$ cat src/rtl/rml_pkg.sv
// package: constants and types for the reset, boot mode and interrupt pin block
package rml_pkg;

    // ********************************************************
    // pin and mode layout
    // ********************************************************
    localparam int unsigned PIN_COUNT = 4; // four boot select / irq pins
    localparam int unsigned MODE_W = 4; // boot mode code width
    localparam int unsigned SYNC_STAGES = 2; // synchroniser depth
    localparam int unsigned PHASE_W = 2; // phase generator width

    // ********************************************************
    // reset values
    // ********************************************************
    localparam logic [3:0] MODE_RST = 4'h0; // mode register before latch
    localparam logic [3:0] PIN_IDLE = 4'hF; // pins idle high (active low)
    localparam logic [1:0] PHASE_RST = 2'h0; // initial clock phase
    localparam logic [3:0] CFG_RST = 4'h0; // level sensitive after reset
    localparam logic [3:0] MASK_RST = 4'h0; // all requests masked

    // ********************************************************
    // start-up sequence timing
    // ********************************************************
    localparam int unsigned STARTUP_CYCLES = 4; // cycles spent in the start state
    localparam int unsigned STARTUP_W = 3; // width of start-up counter
    localparam int unsigned STOP_PIN = 0; // pin that wakes from stop

    // ********************************************************
    // start-up state machine
    // ********************************************************
    typedef enum logic [1:0] {
        RML_ST_RESET = 2'b00, // held in reset
        RML_ST_LATCH = 2'b01, // boot code captured
        RML_ST_START = 2'b10, // fixed start-up count
        RML_ST_RUN = 2'b11 // normal processing
    } rml_state_t;

endpackage

$ cat src/rtl/rml_top.sv
// module: reset release, boot mode latch and external irq pin logic
`timescale 1ns/1ps

module rml_top #(
    parameter int unsigned PINS = rml_pkg::PIN_COUNT
) (
    // clock and reset
    input wire logic i_clk,
    input wire logic i_rst,
    // boot select / irq pins, active low
    input wire logic [PINS-1:0] i_boot_sel_irq_n,
    // irq configuration from the core
    input wire logic [PINS-1:0] i_irq_edge,
    input wire logic [PINS-1:0] i_irq_mask,
    input wire logic [PINS-1:0] i_irq_ack,
    // low power states of the core
    input wire logic i_wait,
    input wire logic i_stop,
    // outputs
    output logic [PINS-1:0] o_operating_mode_reg,
    output logic [PINS-1:0] o_irq_req,
    output logic o_wait_exit,
    output logic o_stop_exit,
    output logic o_run,
    output logic [rml_pkg::PHASE_W-1:0] o_phase
);

    // elaboration check: the mode code is four pins wide
    if (PINS != rml_pkg::MODE_W) begin : g_bad_pins
        $error("PINS must equal the boot mode width");
    end

    // ********************************************************
    // synchronised pins
    // ********************************************************
    logic [PINS-1:0] pins_n; // synchronised, active low
    logic [PINS-1:0] pins_d_n; // previous synchronised value
    logic [PINS-1:0] fall; // falling edge seen this cycle
    logic [PINS-1:0] asserted; // pin level low

    // raw pins never reach logic before two flops
    rml_sync #(
        .WIDTH(PINS)
    ) u_sync (
        .i_clk(i_clk),
        .i_pins_n(i_boot_sel_irq_n),
        .o_pins_n(pins_n)
    );

    assign asserted = ~pins_n;
    assign fall = pins_d_n & ~pins_n;

    // edge history, idle high; a pin held low through reset reads as a fall until the first edge after release
    always_ff @(posedge i_clk) begin
        if (i_rst) begin
            pins_d_n <= rml_pkg::PIN_IDLE;
        end else begin
            pins_d_n <= pins_n;
        end
    end

    // ********************************************************
    // start-up sequencer
    // ********************************************************
    rml_pkg::rml_state_t state_r; // sequencer state
    rml_pkg::rml_state_t state_nxt; // next state
    logic [rml_pkg::STARTUP_W-1:0] cnt_r; // start-up counter
    logic irq_live; // pins act as interrupts

    // fixed sequence from release so lock-step parts stay aligned
    always_comb begin
        state_nxt = state_r;
        case (state_r)
            rml_pkg::RML_ST_RESET: begin
                state_nxt = rml_pkg::RML_ST_LATCH;
            end
            rml_pkg::RML_ST_LATCH: begin
                state_nxt = rml_pkg::RML_ST_START;
            end
            rml_pkg::RML_ST_START: begin
                if (cnt_r == rml_pkg::STARTUP_W'(
                        rml_pkg::STARTUP_CYCLES - 1)) begin
                    state_nxt = rml_pkg::RML_ST_RUN;
                end
            end
            rml_pkg::RML_ST_RUN: begin
                state_nxt = rml_pkg::RML_ST_RUN;
            end
            default: begin
                state_nxt = rml_pkg::RML_ST_RESET;
            end
        endcase
    end

    // state register; reset overrides everything
    always_ff @(posedge i_clk) begin
        if (i_rst) begin
            state_r <= rml_pkg::RML_ST_RESET;
        end else begin
            state_r <= state_nxt;
        end
    end

    // start-up counter counts only in the start state
    always_ff @(posedge i_clk) begin
        if (i_rst) begin
            cnt_r <= '0;
        end else if (state_r == rml_pkg::RML_ST_START) begin
            cnt_r <= cnt_r + 1'b1;
        end else begin
            cnt_r <= '0;
        end
    end

    // run flag: registered so the output comes from a flop
    always_ff @(posedge i_clk) begin
        if (i_rst) begin
            o_run <= 1'b0;
        end else begin
            o_run <= (state_nxt == rml_pkg::RML_ST_RUN);
        end
    end

    // interrupts only after the mode code is latched
    assign irq_live = (state_r == rml_pkg::RML_ST_START) ||
                      (state_r == rml_pkg::RML_ST_RUN);

    // ********************************************************
    // phase generator
    // ********************************************************
    // free running phase; reset brings it back to phase zero
    always_ff @(posedge i_clk) begin
        if (i_rst) begin
            o_phase <= rml_pkg::PHASE_RST;
        end else begin
            o_phase <= o_phase + 1'b1;
        end
    end

    // ********************************************************
    // boot mode latch
    // ********************************************************
    // captured from synchronised pins in the first cycle after
    // release; the pins must therefore be stable two cycles earlier
    always_ff @(posedge i_clk) begin
        if (i_rst) begin
            o_operating_mode_reg <= rml_pkg::MODE_RST;
        end else if (state_r == rml_pkg::RML_ST_RESET) begin
            o_operating_mode_reg <= pins_n;
        end
    end

    // ********************************************************
    // interrupt requests, one per pin
    // ********************************************************
    for (genvar g = 0; g < PINS; g++) begin : g_irq
        // edge mode holds a sticky flag; a new edge beats the ack
        always_ff @(posedge i_clk) begin
            if (i_rst) begin
                o_irq_req[g] <= 1'b0;
            end else if (!irq_live) begin
                o_irq_req[g] <= 1'b0;
            end else if (!i_irq_mask[g]) begin
                o_irq_req[g] <= 1'b0;
            end else if (i_irq_edge[g]) begin
                if (fall[g]) begin
                    o_irq_req[g] <= 1'b1;
                end else if (i_irq_ack[g]) begin
                    o_irq_req[g] <= 1'b0;
                end
            end else begin
                o_irq_req[g] <= asserted[g];
            end
        end
    end

    // ********************************************************
    // wait and stop exit
    // ********************************************************
    // exit one fixed cycle after a synchronised request, so parts
    // fed the same synchronous pin leave wait on the same edge
    always_ff @(posedge i_clk) begin
        if (i_rst) begin
            o_wait_exit <= 1'b0;
        end else begin
            o_wait_exit <= i_wait && irq_live &&
                           |(asserted & i_irq_mask);
        end
    end

    // stop wake uses the synchronised level of pin zero, mask not needed
    always_ff @(posedge i_clk) begin
        if (i_rst) begin
            o_stop_exit <= 1'b0;
        end else begin
            o_stop_exit <= i_stop && irq_live &&
                           asserted[rml_pkg::STOP_PIN];
        end
    end
endmodule

$ cat src/rtl/rml_sync.sv
// module: two flop synchroniser for the active low boot / irq pins
`timescale 1ns/1ps

module rml_sync #(
    parameter int unsigned WIDTH = 4
) (
    // clock
    input wire logic i_clk,
    // raw pins
    input wire logic [WIDTH-1:0] i_pins_n,
    // synchronised pins
    output logic [WIDTH-1:0] o_pins_n
);

    // ********************************************************
    // synchroniser chain
    // ********************************************************
    logic [WIDTH-1:0] meta_r; // first stage, read by stage two only

    // free running through reset: the boot code is read from this
    // chain on the first edge after release, so it must already hold
    // the true pin levels; a reset here would latch all ones instead
    always_ff @(posedge i_clk) begin
        meta_r <= i_pins_n;
        o_pins_n <= meta_r;
    end

endmodule

$ cat config.mk
export PLATFORM = sky130hd
export DESIGN_NAME = rml_top
export DESIGN_NICKNAME = d
export VERILOG_FILES = /design/src/rtl/rml_pkg.sv /design/src/rtl/rml_top.sv /design/src/rtl/rml_sync.sv
export SDC_FILE = /design/constraint.sdc
export NUM_CORES = 1
export LEC_CHECK = 0
export BUFFER_PORTS_ARGS = -buffer_cell sky130_fd_sc_hd__buf_2
export CELL_PAD_IN_SITES_DETAIL_PLACEMENT = 1
export CELL_PAD_IN_SITES_GLOBAL_PLACEMENT = 1
export CORE_MARGIN = 8
export CORE_UTILIZATION = 35
export CTS_CLUSTER_SIZE = 16
export DETAILED_ROUTE_END_ITERATION = 7
export PLACE_DENSITY = 0.73
export SLEW_MARGIN = 30
export SYNTH_ARGS = -nofsm -noshare
export SYNTH_HDL_FRONTEND = slang
export SYNTH_SLANG_ARGS = --single-unit
$ cat constraint.sdc
create_clock -name i_clk -period 1.2 [get_ports i_clk]
set_input_delay 0.24 -clock i_clk [delete_from_list [all_inputs] [get_ports i_clk]]
set_output_delay 0.24 -clock i_clk [all_outputs]
set_load 0.03 [all_outputs]
# After elaboration in Yosys (flattened, before gate mapping)

Index checks and enable logic that the tools add are counted.

Flip-flop bits (word level): 30
Input port bits: 20
Output and inout port bits: 13
Logic and storage cells: 60

$add $sub $neg: 2
Equal/unequal tests: 9
Mux-type cells: 14
Bitwise gates (word level): 9
Reduce and logical (&&, ||, !) cells: 12

Operator list:

| operator              | count |
|---|---|
| $mux W1               | 12 |
| $ne A3 B1 Y1 const B  | 4 |
| $reduce_or A3 Y1      | 4 |
| $and A4 B4 Y4         | 2 |
| $pmux W2 S4           | 1 |
| $eq A2 B2 Y1 const B  | 3 |
| $not A1 Y1            | 6 |
| $logic_and A1 B1 Y1   | 4 |
| $not A4 Y4            | 1 |
| $reduce_or A4 Y1      | 1 |
| $add A3 B1 Y3 const B | 1 |
| $eq A3 B2 Y1 const B  | 1 |
| $add A2 B1 Y2 const B | 1 |
| $eq A2 B1 Y1 const B  | 1 |
| $logic_not A2 Y1      | 1 |
| $mux W2               | 1 |
| $reduce_or A2 Y1      | 1 |
| $logic_or A1 B1 Y1    | 1 |

# Logic depth before layout (Yosys ltp)

Word-level depth: 4
Gate-level depth with buffers: 4
Depth with buffers taken out: 4

# By module

From an unflattened synthesis, not the netlist that was laid out.

Cell total of the unflattened synthesis: 89
Area, all modules: 943.4 sq um

Modules (own cells, without submodules):

| module   | instances | cells each | area each (sq um) |
|---|---|---|---|
| rml_top  | 1         | 81         | 783.3 |
| rml_sync | 1         | 8          | 160.2 |

# Least setup slack after synthesis

Ideal clock, no wire load.

Kind: register to register
From: reg cnt_r[0] (netlist name)
To: reg state_r[0]
Library setup time: 0.119 ns
Arrival time: 0.854 ns
Data required time: 1.081 ns
Path slack: 0.227 ns
Stages on the path, launching flop included: 5
Path buffers: 0
Period minus slack after synthesis: 0.973 ns
Path through: dfxtp_1 > ha_1 > ha_1 > o21ai_0 > a21oi_1

Word-level cells in the longest chain between the ends: 3

Ends and longest elaborated chain:

| what                   | RTL line       | source |
|---|---|---|
| from (decl)            | rml_top.sv:67  | `logic [rml_pkg::STARTUP_W-1:0] cnt_r;` |
| from (signal assigned) | rml_top.sv:109 | `cnt_r <= cnt_r + 1'b1;` |
| $eq A3 B2 Y1           | rml_top.sv:81  | `if (cnt_r == rml_pkg::STARTUP_W'(` |
| $mux W2                | rml_top.sv:81  |  |
| $pmux W2 S4            | rml_top.sv:73  | `case (state_r)` |
| to (signal assigned)   | rml_top.sv:98  | `state_r <= rml_pkg::RML_ST_RESET;` |
| to (signal assigned)   | rml_top.sv:100 | `state_r <= state_nxt;` |
| to (decl)              | rml_top.sv:65  | `rml_pkg::rml_state_t state_r;` |

No other way between the ends.
A chain may end at the register's enable or synchronous reset.

# Final worst setup path

From: reg o_phase[1] (netlist name)
To: out o_phase[1] (netlist name)

RTL lines:

| what                   | RTL line       | source |
|---|---|---|
| from (decl)            | rml_top.sv:25  | `output logic [rml_pkg::PHASE_W-1:0] o_phase` |
| from (signal assigned) | rml_top.sv:134 | `o_phase <= rml_pkg::PHASE_RST;` |
| from (signal assigned) | rml_top.sv:136 | `o_phase <= o_phase + 1'b1;` |

No word-level cell between the ends.

==> results.cfg <==
[detailed_routing]
wl_um = 2190
wl_per_cell_um = 13.4
drt_pass1_iterations = 4
ant_nets = 0
viasPerCell = 4.66
vias = 759
drc_errors = 0
initialDrtViolationCount = 16

[sta]
tns_ns = 0
clock.fmax_mhz = 891
fin_worst_hold_slack_ns = 0.147
period_share_pct = 93.5
slew_violations = 0
worstMarginPinSlew_ns = 0.334
period_minus_slack_ns = 1.12
final_hold_viol_count = 0
max-slew-margin-rel_pct = 77.7
rsz0062_at_grt = no
skew_ns = 0.00734
setup-violations-final = 0

[cts]
cts-root-buf = clkbuf_4
cts_sinks = 30
clockBufferDepth = 2
clkTransAtPathRegs_ns = 0.09
htree_levels = 2
cts_tree = done
post_cts_buffers = 0
insertion_delay_ns = 0.33
cts_buffers = 5

[worst_setup_path]
criticalPathCategory = reg2out
max_stage_delay_ns = 0.35
crit_family = flip-flops
path_max_fanout = 2
cp.required_ns = 0.96
critPathSlowestCell = dfxtp_1
crit_buf_inv = 1
crit_chain = buf_2
startpoint_type = flip-flop
end_kind = primary output
crit_arrival_ns = 0.88

[yosys]
ys_ff_latch = 30
ys_types = 20
syn-instance-count = 89
ys_seq_area_share_pct = 63.7
synth_fp_nets = 111
yosys_warnings = 0
syn_avg_cell_area_sq_um = 10.6
synth_area_sq_um = 942

[die]
die_h_um = 67.9
std_cell_rows = 19
die_w_um = 67.9
start_util_pct = 35.4
core_sq_um = 2660
io_pins = 33
fp.dieArea_sq_um = 4610

[cells_and_area]
nets = 153
multi_input_area_sq_um = 317
fill_cells = 312
seq_area_sq_um = 602
post-route-util_pct = 46.7
synthToLayoutAreaGrowth_pct = 31.9
most-common-layout-cells = buf_2 (31), dfxtp_1 (29), o21ai_0 (9), nor2b_1 (6), clkbuf_4 (6)
insertedDiodeCount = 0
layout_commonest_cell = buf_2
final_layout_size_suffix_gt1_share_pct = 34.8

[status]
status = complete, no violations

[global_route]
antenna_found_initial = 0
grt_remaining_overflow = 0
grt_pass1_vias = 831
grtUsageTotal_pct = 10.8
grt_first_pass_wirelength_um = 3620
grt_max_degree = 11

[power]
powerDensity_nw_per_um2 = 1550
leakage_nw = 0.588
ir_drop_mv = 1.02

[placement]
gp_congestion = 0.640
hpwl_um = 1640
io_buffer_count = 32

[worst_hold_path]
hp-class = in2reg

[run]
maxCapViolCount = 0
-- synth_stat cells --
cell | instances | area, sq um
nand2_1 | 4 | 15.0
o311a_1 | 1 | 10.0
nand2b_1 | 1 | 6.26
and2b_1 | 1 | 7.51
nor2_2 | 1 | 6.26
nor3_1 | 2 | 10.0
nor3b_1 | 2 | 15.0
o21ai_0 | 9 | 45.0
nand3b_1 | 4 | 30.0
buf_2 | 2 | 10.0
a21oi_1 | 5 | 25.0
ha_1 | 2 | 25.0
o22ai_1 | 1 | 6.26
or2_2 | 4 | 25.0
inv_1 | 4 | 15.0
nor2b_1 | 6 | 37.5
dfxtp_1 | 30 | 601
nor2_1 | 5 | 18.8
xnor2_1 | 1 | 8.76
and3_1 | 4 | 25.0
-- worst register-to-register path, stage by stage, from the launching register on --
cell and delay (ns):
dfxtp_1 0.32, ha_1 0.20, ha_1 0.19, o21ai_0 0.14, a21oi_1 0.08
-- layer usage --
| layer | vias to the layer above | track usage, % | wire [um] |
|---|---|---|---|
| li1 | 384 | - | - |
| met1 | 347 | 10.9 | 866 |
| met2 | 22 | 16.9 | 1050 |
| met3 | 6 | 6.87 | 220 |
| met4 | 0 | 6.14 | 53 |
| met5 | - | 0 | 0 |
-- final cells by class --
cell class	count	share of cell area [%]
multi-input cells	53	25.5
well taps	31	3.12
clock buffers	7	4.43
flip-flops and latches	30	48.4
clock inverters	1	0.403
repair buffers	37	16.9
inverters	4	1.21
-- repair_timing --
item                                    in CTS  in global routing
hold endpoints to repair                     4                  0
endpoints found under the setup margin       0                  1
resized for setup                            0                  2
hold buffers                                 4                  0
-- final timing paths --
check                                       from            endpoint  slack (ns)  cells after the start
worst max-delay path                  o_phase[1]          o_phase[1]        0.08                      1
worst max register to register          cnt_r[0]          state_r[0]        0.15                      4
worst min register to register  u_sync.meta_r[1]  u_sync.o_pins_n[1]        0.33                      0
worst min-delay path                      i_wait         o_wait_exit        0.15                      2
-- logic make-up after synthesis --
| kind of cell | share of synthesized area, % |
|---|---|
| XOR/XNOR | 0.930 |
| flip-flops | 63.7 |
| buffers and inverters | 2.66 |
| AO/OA/AOI/OAI | 9.16 |
| AND/OR/NAND/NOR | 20.9 |
| adder cells (fa/ha/maj) | 2.66 |
-- where the power goes --
part	total [mW]	internal, mW	switching, mW	leakage [nW]
logic	0.210	0.0923	0.118	0.304
registers	1.10	1.05	0.0442	0.248
clock network	0.620	0.283	0.336	0.0353
total	1.93	1.43	0.498	0.588
-- stage by stage --
stage | instances | area [sq um] | power, mW | setup WS, ns
floorplan | 89 | 942 | 1.24 | 0.227
global placement | 151 | 1140 | 1.31 | 0.206
detailed placement | 151 | 1140 | 1.32 | 0.161
CTS | 163 | 1240 | 1.96 | 0.00226
global route | 163 | 1240 | 2.03 | 0.0184
finish | 163 | 1240 | 1.93 | 0.0778
(Power assumes the default switching activity.)
